===== src/hw/asd_defs.vh =====
// address decoder constants: bases, ranges, reset values
`ifndef ASD_DEFS_VH
`define ASD_DEFS_VH
// short register and bit-offset bases
`define ASD_SFR_BASE      16'hfe00
`define ASD_EXTENDED_REGISTER_SPACE_BASE     16'hf000
`define ASD_BIT_SFR_BASE  16'hff00
`define ASD_BIT_EXTENDED_REGISTER_SPACE_BASE 16'hf100
`define ASD_BIT_RAM_BASE  16'hfd00
`define ASD_GPR_FIRST     8'hf0
`define ASD_BIT_SFR_FIRST 8'h80
// fixed internal block of segment 0
`define ASD_INT_PAGE      12'h00f
`define ASD_RSV_LO        16'hf200
`define ASD_RSV_HI        16'hf5ff
// extended_register_space locations shadowing the core register ranges
`define ASD_EXTENDED_REGISTER_SPACE_CORE0_LO 16'hf000
`define ASD_EXTENDED_REGISTER_SPACE_CORE0_HI 16'hf01e
`define ASD_EXTENDED_REGISTER_SPACE_CORE1_LO 16'hf100
`define ASD_EXTENDED_REGISTER_SPACE_CORE1_HI 16'hf11e
`define ASD_DIR_P0_LO     16'hf100
`define ASD_DIR_P1_HI     16'hf106
// general register windows as a15..a5: ffe0h and f1e0h
`define ASD_GPR_WIN_SFR   11'h7ff
`define ASD_GPR_WIN_EXTENDED_REGISTER_SPACE  11'h78f
// rom window: a23..a15 of the lower 32 kbyte of segment 0 or 1
`define ASD_ROM_SEG0      9'h000
`define ASD_ROM_SEG1      9'h002
// extend command codes
`define ASD_EXT_NONE      2'h0
`define ASD_EXT_REG       2'h1
`define ASD_EXT_SEG       2'h2
`define ASD_EXT_SEGREG    2'h3
// access kinds
`define ASD_ACC_CODE      2'h0
`define ASD_ACC_DATA      2'h1
`define ASD_ACC_REG       2'h2
`define ASD_ACC_BITOFF    2'h3
// reset values
`define ASD_CSP_RST       8'h00
`define ASD_DATA_PAGE_POINTER_RST      10'h000
`define ASD_DPP1_RST      10'h001
`define ASD_DPP2_RST      10'h002
`define ASD_DPP3_RST      10'h003
`define ASD_ASEL_RST      16'h0000
`define ASD_BCFG_RST      16'h0000
// bus config field: range enabled
`define ASD_BCFG_ACT_BIT  10
`endif


===== src/hw/asd_decoder.v =====
// address generation and internal address decoding for the cpu core
`timescale 1ns/1ps
`default_nettype none
`include "asd_defs.vh"
// Contract
// - full 16-bit address reaches an extended register without any prefix.
// - extend-register with count n redirects short accesses of next n instructions.
// - general purpose registers stay reachable by short address, inside or outside.
// - extended locations shadowing core registers are reserved, except port direction.
// - 00f000h to 00ffffh is internal, never an external cycle.
// - f200h to f5ffh is a dummy access: no address, writes lost, reads undefined.
// - enabled rom reserves lower 32 kbyte of segment 0 or 1 internally.
// - physical addresses are 24 bits, a23..a0, 16 mbyte.
// - low 16 bits on first or second port by bus mode, upper on fourth.
// - non-segmented operation confines everything to 64 kbyte of segment 0.
// - segmented operation drives 0, 2, 4 or 8 segment lines.
// - up to five chip selects, each for its own address range.
// - 8-bit code segment pointer gives a23..a16, changed only by segment branches.
// - data space is 1024 pages of 16 kbyte, four page pointers.
// - top two address bits pick a 10-bit page pointer giving a23..a14.
// - five bus configuration and four range select registers.
// - default range bus config is its own register, valid right after reset.
// - extend takes effect at once and covers next 1 to 4 instructions.
// - extend sequence locks interrupts; class b trap ends it and unlocks.
module asd_decoder (
    input  wire        sys_clk,
    input  wire        resetn,
    input  wire        instr_done,
    input  wire [1:0]  ext_cmd,
    input  wire [1:0]  ext_count_m1,
    input  wire [7:0]  ext_seg,
    input  wire        seg_branch,
    input  wire [7:0]  seg_target,
    input  wire        class_b_trap,
    input  wire        dpp_wr,
    input  wire [1:0]  dpp_sel,
    input  wire [9:0]  dpp_wdata,
    input  wire        cfg_wr,
    input  wire [3:0]  cfg_sel,
    input  wire [15:0] cfg_wdata,
    input  wire [15:0] bcfg0_strap,
    input  wire        seg_disable,
    input  wire [1:0]  seg_lines,
    input  wire        rom_enable,
    input  wire        rom_seg1,
    input  wire        mux_mode,
    input  wire        acc_req,
    input  wire [1:0]  acc_kind,
    input  wire [15:0] acc_addr,
    input  wire        acc_write,
    output reg         out_valid_ff,
    output reg  [23:0] phys_addr_ff,
    output reg         internal_ff,
    output reg         dummy_ff,
    output reg         write_discard_ff,
    output reg         extended_register_space_hit_ff,
    output reg         gpr_hit_ff,
    output reg         gpr_mem_misuse_ff,
    output reg         ext_start_ff,
    output reg  [15:0] port0_ad_ff,
    output reg  [15:0] port1_a_ff,
    output reg  [7:0]  port4_a_ff,
    output reg  [4:0]  cs_n_ff,
    output reg  [15:0] bus_cfg_ff,
    output wire        irq_lock,
    output wire [7:0]  csp_out
);
    // segment line mask from the configured line count
    function [7:0] asd_seg_mask;
        input [1:0] code;
        begin
            case (code)
                2'h0:    asd_seg_mask = 8'h00;
                2'h1:    asd_seg_mask = 8'h03;
                2'h2:    asd_seg_mask = 8'h0f;
                default: asd_seg_mask = 8'hff;
            endcase
        end
    endfunction

    // range select: [15:4] base a23..a12, [3:0] size, 4 kbyte << size
    // limitation: a range is aligned to its own size, low base bits are ignored
    function asd_in_range;
        input [23:0] addr;
        input [15:0] sel;
        reg   [11:0] mask;
        begin
            mask = ~((12'h001 << sel[3:0]) - 12'h001);
            asd_in_range = (((addr[23:12] ^ sel[15:4]) & mask) == 12'h000);
        end
    endfunction

    // extend scope state: instructions left and the active redirects
    reg  [2:0]  ext_cnt_ff;
    reg  [2:0]  nxt_ext_cnt;
    reg         ext_reg_ff;
    reg         ext_segon_ff;
    reg  [7:0]  ext_seg_ff;
    reg  [7:0]  csp_ff;
    reg  [9:0]  dpp_ff [0:3];
    reg  [15:0] bcfg_ff [0:4];
    reg  [15:0] asel_ff [1:4];
    integer     i;
    integer     j;

    // extend scope counter; the trap wins over everything but reset
    always @(posedge sys_clk) begin
        if (!resetn) begin
            ext_cnt_ff   <= 3'h0;
            ext_reg_ff   <= 1'b0;
            ext_segon_ff <= 1'b0;
            ext_seg_ff   <= 8'h00;
        end else if (class_b_trap) begin
            ext_cnt_ff   <= 3'h0;
            ext_reg_ff   <= 1'b0;
            ext_segon_ff <= 1'b0;
        end else if (instr_done) begin
            ext_cnt_ff <= nxt_ext_cnt;
            if (ext_cmd != `ASD_EXT_NONE) begin
                ext_reg_ff   <= ext_cmd[0];
                ext_segon_ff <= ext_cmd[1];
                ext_seg_ff   <= ext_seg;
            // the last instruction of the scope drops the redirect with the count
            end else if (ext_cnt_ff == 3'h1) begin
                ext_reg_ff   <= 1'b0;
                ext_segon_ff <= 1'b0;
            end
        end
    end

    // multi-cycle instructions only pulse instr_done once, so they count once
    always @* begin
        if (ext_cmd != `ASD_EXT_NONE)
            nxt_ext_cnt = {1'b0, ext_count_m1} + 3'h1;
        else if (ext_cnt_ff != 3'h0)
            nxt_ext_cnt = ext_cnt_ff - 3'h1;
        else
            nxt_ext_cnt = 3'h0;
    end

    // lock follows the count, so a trap that clears it unlocks at once
    assign irq_lock = (ext_cnt_ff != 3'h0);
    assign csp_out  = csp_ff;

    // code segment pointer and data page pointers
    always @(posedge sys_clk) begin
        if (!resetn) begin
            csp_ff    <= `ASD_CSP_RST;
            dpp_ff[0] <= `ASD_DATA_PAGE_POINTER_RST;
            dpp_ff[1] <= `ASD_DPP1_RST;
            dpp_ff[2] <= `ASD_DPP2_RST;
            dpp_ff[3] <= `ASD_DPP3_RST;
        end else begin
            if (seg_branch)
                csp_ff <= seg_target;
            // an access in the write cycle still sees the old page
            if (dpp_wr)
                dpp_ff[dpp_sel] <= dpp_wdata;
        end
    end

    // bus config 0 loads the startup strap so its timing holds from reset on
    always @(posedge sys_clk) begin
        if (!resetn) begin
            bcfg_ff[0] <= bcfg0_strap;
            for (i = 1; i < 5; i = i + 1) begin
                bcfg_ff[i] <= `ASD_BCFG_RST;
                asel_ff[i] <= `ASD_ASEL_RST;
            end
        end else if (cfg_wr) begin
            // selects above 8 are ignored and leave every register as it was
            if (cfg_sel < 4'h5)
                bcfg_ff[cfg_sel[2:0]] <= cfg_wdata;
            else if (cfg_sel < 4'h9)
                asel_ff[cfg_sel - 4'h4] <= cfg_wdata;
        end
    end

    // short address resolution and physical address formation
    reg  [15:0] short_addr;
    reg  [23:0] phys;
    reg         short_gpr;
    reg         short_extended_register_space;
    always @* begin
        short_gpr  = (acc_addr[7:0] >= `ASD_GPR_FIRST);
        short_extended_register_space = ext_reg_ff && !short_gpr;
        short_addr = 16'h0000;
        if (acc_kind == `ASD_ACC_REG)
            short_addr = (short_extended_register_space ? `ASD_EXTENDED_REGISTER_SPACE_BASE : `ASD_SFR_BASE)
                       + {7'h00, acc_addr[7:0], 1'b0};
        else if (acc_addr[7:0] < `ASD_BIT_SFR_FIRST)
            short_addr = `ASD_BIT_RAM_BASE + {7'h00, acc_addr[7:0], 1'b0};
        else
            short_addr = (short_extended_register_space ? `ASD_BIT_EXTENDED_REGISTER_SPACE_BASE : `ASD_BIT_SFR_BASE)
                       + {7'h00, acc_addr[7:0] - `ASD_BIT_SFR_FIRST, 1'b0};
        // long kinds take their segment from the pointers or the extend segment, short kinds stay in segment 0
        case (acc_kind)
            `ASD_ACC_CODE: phys = {csp_ff, acc_addr};
            `ASD_ACC_DATA: begin
                if (ext_segon_ff)
                    phys = {ext_seg_ff, acc_addr};
                else
                    phys = {dpp_ff[acc_addr[15:14]], acc_addr[13:0]};
            end
            default:       phys = {8'h00, short_addr};
        endcase
        // non-segmented mode drops the segment so nothing leaves segment 0
        if (seg_disable)
            phys = {8'h00, phys[15:0]};
    end

    // internal, dummy and reserved decoding; full 16-bit addresses decode directly
    wire in_int   = (phys[23:12] == `ASD_INT_PAGE);
    wire in_rsv   = in_int && (phys[15:0] >= `ASD_RSV_LO) &&
                    (phys[15:0] <= `ASD_RSV_HI);
    wire in_core  = in_int && (((phys[15:0] >= `ASD_EXTENDED_REGISTER_SPACE_CORE0_LO) &&
                    (phys[15:0] <= `ASD_EXTENDED_REGISTER_SPACE_CORE0_HI)) ||
                    ((phys[15:0] >= `ASD_EXTENDED_REGISTER_SPACE_CORE1_LO) &&
                    (phys[15:0] <= `ASD_EXTENDED_REGISTER_SPACE_CORE1_HI)));
    wire in_dir   = (phys[15:0] >= `ASD_DIR_P0_LO) && (phys[15:0] <= `ASD_DIR_P1_HI);
    wire extended_register_space_rsv = in_core && !in_dir;
    // whole 32 kbyte window is internal; a smaller rom is mirrored across it
    wire in_rom   = rom_enable && (phys[23:15] ==
                    (rom_seg1 ? `ASD_ROM_SEG1 : `ASD_ROM_SEG0));
    wire is_int   = in_int || in_rom;
    // extended registers decode from the full address, no prefix needed
    wire is_extended_register_space  = in_int && (phys[15:9] == `ASD_EXTENDED_REGISTER_SPACE_BASE >> 9);
    wire long_acc = (acc_kind == `ASD_ACC_CODE) || (acc_kind == `ASD_ACC_DATA);
    // general register windows reached by a long address are flagged as misuse
    wire gpr_win_sfr  = (phys[15:5] == `ASD_GPR_WIN_SFR);
    wire gpr_win_extended_register_space = (phys[15:5] == `ASD_GPR_WIN_EXTENDED_REGISTER_SPACE);
    wire gpr_mem  = long_acc && in_int && (gpr_win_sfr || gpr_win_extended_register_space);

    // range selection: lowest matching enabled range wins, none means range 0
    wire [4:1] rng_hit;
    genvar g;
    generate
        for (g = 1; g < 5; g = g + 1) begin : g_rng
            assign rng_hit[g] = bcfg_ff[g][`ASD_BCFG_ACT_BIT] &&
                                asd_in_range(phys, asel_ff[g]);
        end
    endgenerate

    // descending loop so the lowest matching index is assigned last and wins
    reg  [2:0] rng_sel;
    always @* begin
        rng_sel = 3'h0;
        for (j = 4; j > 0; j = j - 1)
            if (rng_hit[j])
                rng_sel = j[2:0];
    end

    // result registers: one cycle after the request
    wire go_ext = acc_req && !is_int;
    always @(posedge sys_clk) begin
        if (!resetn) begin
            out_valid_ff      <= 1'b0;
            phys_addr_ff      <= 24'h000000;
            internal_ff       <= 1'b0;
            dummy_ff          <= 1'b0;
            write_discard_ff  <= 1'b0;
            extended_register_space_hit_ff       <= 1'b0;
            gpr_hit_ff        <= 1'b0;
            gpr_mem_misuse_ff <= 1'b0;
            ext_start_ff      <= 1'b0;
            port0_ad_ff       <= 16'h0000;
            port1_a_ff        <= 16'h0000;
            port4_a_ff        <= 8'h00;
            cs_n_ff           <= 5'h1f;
            bus_cfg_ff        <= 16'h0000;
        end else begin
            // strobes are rebuilt every cycle so they stand for exactly one cycle
            out_valid_ff      <= acc_req;
            ext_start_ff      <= go_ext;
            write_discard_ff  <= acc_req && acc_write && (in_rsv || extended_register_space_rsv);
            cs_n_ff           <= 5'h1f;
            if (acc_req) begin
                phys_addr_ff      <= phys;
                internal_ff       <= is_int;
                dummy_ff          <= in_rsv || extended_register_space_rsv;
                extended_register_space_hit_ff       <= is_extended_register_space;
                gpr_hit_ff        <= !long_acc && short_gpr;
                gpr_mem_misuse_ff <= gpr_mem;
            end
            // address pins only move for external cycles; internal ones leave them
            if (go_ext) begin
                if (mux_mode)
                    port0_ad_ff <= phys[15:0];
                else
                    port1_a_ff  <= phys[15:0];
                port4_a_ff <= seg_disable ? 8'h00 :
                              (phys[23:16] & asd_seg_mask(seg_lines));
                cs_n_ff[rng_sel] <= 1'b0;
                bus_cfg_ff       <= bcfg_ff[rng_sel];
            end
        end
    end
endmodule
`default_nettype wire


===== config.mk =====
export PLATFORM = sky130hd
export DESIGN_NAME = asd_decoder
export DESIGN_NICKNAME = d
export VERILOG_FILES = /design/src/hw/asd_decoder.v
export VERILOG_INCLUDE_DIRS = /design/src /design/src/hw
export SDC_FILE = /design/constraint.sdc
export NUM_CORES = 1
export LEC_CHECK = 0
export BUFFER_PORTS_ARGS = -buffer_cell sky130_fd_sc_hd__buf_2
export CAP_MARGIN = 20
export CORE_ASPECT_RATIO = 0.75
export CORE_MARGIN = 2
export CORE_UTILIZATION = 51
export DETAILED_ROUTE_END_ITERATION = 12
export HOLD_SLACK_MARGIN = 0.06
export PLACE_DENSITY = 0.75
export SLEW_MARGIN = 20
export SYNTH_ARGS = -nofsm -noshare
export SYNTH_HDL_FRONTEND = slang
export SYNTH_SLANG_ARGS = --single-unit

===== constraint.sdc =====
create_clock -name sys_clk -period 5 [get_ports sys_clk]
set_input_delay 0.75 -clock sys_clk [delete_from_list [all_inputs] [get_ports sys_clk]]
set_output_delay 0.75 -clock sys_clk [all_outputs]
set_load 0.05 [all_outputs]

==> results_dict.tcl <==
set metrics [dict create \
    postCtsSetupRepairBufs 0 \
    path_clk_slew_ns 0.07 \
    syn_to_final_growth_pct 16.9 \
    slew_headroom 0.311 \
    status "finished, final reports clean" \
    critPathKind "reg2reg" \
    synth.area.mux_share 0.0626 \
    rsz0062_at_grt "false" \
    detailed_place_hpwl_um 27300 \
    initial_core_util 0.521 \
    synth_area_leaders "edfxtp_1 39%, dfxtp_1 16%, and2_1 7.1%" \
    gp_congestion 0.936 \
    antenna_found_initial 4 \
    fmax_ghz 0.227 \
    grt_pass1_wl_um 59500 \
    dpl-instance-area_mm2 0.0155 \
    crit_top_cell "buf_4" \
    synth-xor-area-share 0.0198 \
    vdd_drop_max_uv 228 \
    synth-main-ff-cell "edfxtp_1" \
    synth_most_common_cell "edfxtp_1" \
    overflow 0 \
    synthDominantCellAreaShare 0.391 \
    cp.arrival_ns 4.88 \
    syn_area_mm2 0.0141 \
    io_buffers 202 \
    synthAdderAreaFrac 0.00619 \
    synth_simple_gate_area_share 0.201 \
    fin_worst_skew_ns 0.00834 \
    drc 0 \
    ys_seq_elements 298 \
    hp-class "in2reg" \
    cts_inserted_buffers 29 \
    die_h_um 148 \
    cap_violations 0 \
    drive_gt1_frac 0.234 \
    syn_nets 1407 \
    post-synth-top-area-cell "edfxtp_1" \
    dr.pass1.iters 8 \
    cts_hold_buf 0 \
    die_area_mm2 0.0291 \
    cp_max_fo 18 \
    fin_setup_tns_ns 0 \
    fin_hold_ws_ns 0.387 \
    critPathLaunchType "register" \
    yosysSeqAreaShare 0.552 \
    io_pins 203 \
    hold_viol 0 \
    placementRows 52 \
    routed_wl_um 39500 \
    cellPowerDensity_mw_per_mm2 363 \
    grt_max_degree 83 \
    avgSynthCellArea_um2 10.9 \
    worst_slew_pin_slew_ns 1.03 \
    die_width_um 196 \
    worst_path_max_delay_cell "edfxtp_1" \
    final-max-slew-violation-count 0 \
    drt-initial-drc-count 1161 \
    ant_nets 0 \
    r2r_start "asel_ff[1][3]" \
    num_vias 11100 \
    root_buffer "clkbuf_16" \
    ys_top_cells_by_count "184 x edfxtp_1, 160 x and2_1, 136 x nor2_1" \
    cp.required_ns 5.48 \
    cp_slowest_stage_delay_ns 0.62 \
    reg2reg_slack_ns 0.60 \
    cts.sinks 298 \
    post_drt_wl_per_cell_um 21.3 \
    cp-endpoint "bus_cfg_ff[14]" \
    cp_cell_sequence "nor4_1, inv_1, ha_1, or3_1, a21oi_1, nor3_1, mux2_2, a2111oi_0, buf_4, nor4bb_4, buf_4, or4_1, o221ai_1, o21ai_0" \
    finalNetCount 1592 \
    synth-compound-area-share 0.131 \
    ys_async_sr_fraction 0 \
    clk_latency_ns 0.57 \
    cts_resized 0 \
    cts-htree-levels 1 \
    end_kind "register" \
    reg2reg_to "bus_cfg_ff[14]" \
    r2r_cells 14 \
    yosysWarnings 0 \
    final_area_mm2 0.0165 \
    fin_crit_ns 4.40 \
    holdPathStages 2 \
    clockBufferDepth 3 \
    grt_pass1_vias 10200 \
    routed_via_density 5.95 \
    cts_tree "done" \
    worstSetupStartpoint "asel_ff[1][3]" \
    synth_top_family_by_area "simple AND/OR/NAND/NOR gates" \
    setup_viol 0 \
    grt_usage 0.265 \
    leakagePower_nw 6.47 \
    synth_cell_types 83 \
    coreArea_mm2 0.0271 \
    netlist_instances 1299 \
    synth_enable_flop_cells 184 \
    fin_crit_sh 0.880 \
]
-- per-stage QoR --
stage,total power [W],worst slack (ns),util,cells
floorplan,0.00346,1.35,-,1299
global placement,0.00374,0.593,0.572,1804
detailed placement,0.00376,0.513,0.572,1804
CTS,0.00601,0.678,0.609,1857
global route,0.00618,0.244,0.609,1858
finish,0.00601,0.602,0.609,1859
-- kinds of logic (layout without fill, tap and decap cells) --
| group | Yosys count | count (layout) |
|---|---|---|
| fa+ha+maj | 7 | 7 |
| buf+inv | 94 | 301 |
| xor+xnor | 32 | 32 |
| flops | 298 | 298 |
| other cells | 0 | 2 |
| simple gates | 529 | 529 |
| compound gates | 256 | 256 |
| mux | 83 | 83 |
-- worst min path at each step --
stage	from	end	slack, ns
5_1_grt	acc_write	write_discard_ff	0.39
3_5_place_dp	dummy_ff	dummy_ff	0.44
3_3_place_gp	port4_a_ff[0]	port4_a_ff[0]	0.44
6_report	acc_write	write_discard_ff	0.39
2_1_floorplan	ext_reg_ff	ext_reg_ff	0.45
4_1_cts	acc_write	write_discard_ff	0.37
-- flip-flops by register name, indices dropped and copies added (netlist names), 5 cells and up --
signal and count:
port1_a_ff 16, ext_seg_ff 8, bcfg_ff 80, dpp_ff 40
csp_out 8, phys_addr_ff 24, bus_cfg_ff 16, cs_n_ff 5
asel_ff 64, port0_ad_ff 16, port4_a_ff 8
-- power breakdown --
part           internal (W)  switching, W  total, W
registers           0.00277     0.0000973   0.00286
logic              0.000265      0.000588  0.000853
clock network       0.00133      0.000964   0.00229
total               0.00436       0.00165   0.00601
-- area by class of cell --
type                       instances  area (um^2)
tap                              351          439
inverter                          14         52.6
multi-input combinational        907         5970
fill                            2163        10600
antenna                            2         5.00
clock buffer                      41          873
clock inverter                    12          134
timing repair buffer             234         1250
sequential                       298         7810
-- routing by layer --
metal	global-route usage	vias to the layer above	wire (um)
li1	-	5130	-
met1	0.394	5290	17600
met2	0.391	565	16900
met3	0.0569	77	4050
met4	0.0735	0	998
met5	0	-	0
-- cells in the final DEF (no fill, tap or decap), types with 6 or more instances in the layout --
cell / n
a211oi_1: 39
o21a_1: 16
xnor2_1: 15
a22oi_1: 10
nor2b_1: 10
nor2_1: 135
or3_1: 12
and3_1: 12
clkbuf_16: 31
and2_1: 160
mux2i_1: 51
nor3_1: 44
mux2_2: 29
dfxtp_1: 114
o21ai_0: 41
o32a_1: 8
nand2b_1: 22
a32o_1: 9
nor3b_1: 8
edfxtp_1: 184
a21o_1: 11
buf_2: 202
nand2_1: 61
xor2_1: 17
inv_1: 13
a21oi_1: 37
a31oi_1: 8
ha_1: 7
clkbuf_8: 6
nand4_1: 7
or2_2: 11
nand3_1: 12
buf_4: 32
clkinv_2: 6
nor4b_1: 7
-- critical path, delay by kind of cell, from the launching register on --
family          cells  cell delay, ns
simple gates        5            1.68
mux                 1            0.28
buf+inv             3            0.59
compound gates      4            0.84
flops               1            0.62
fa+ha+maj           1            0.30
Note: power is estimated with default switching activity, not from simulation.
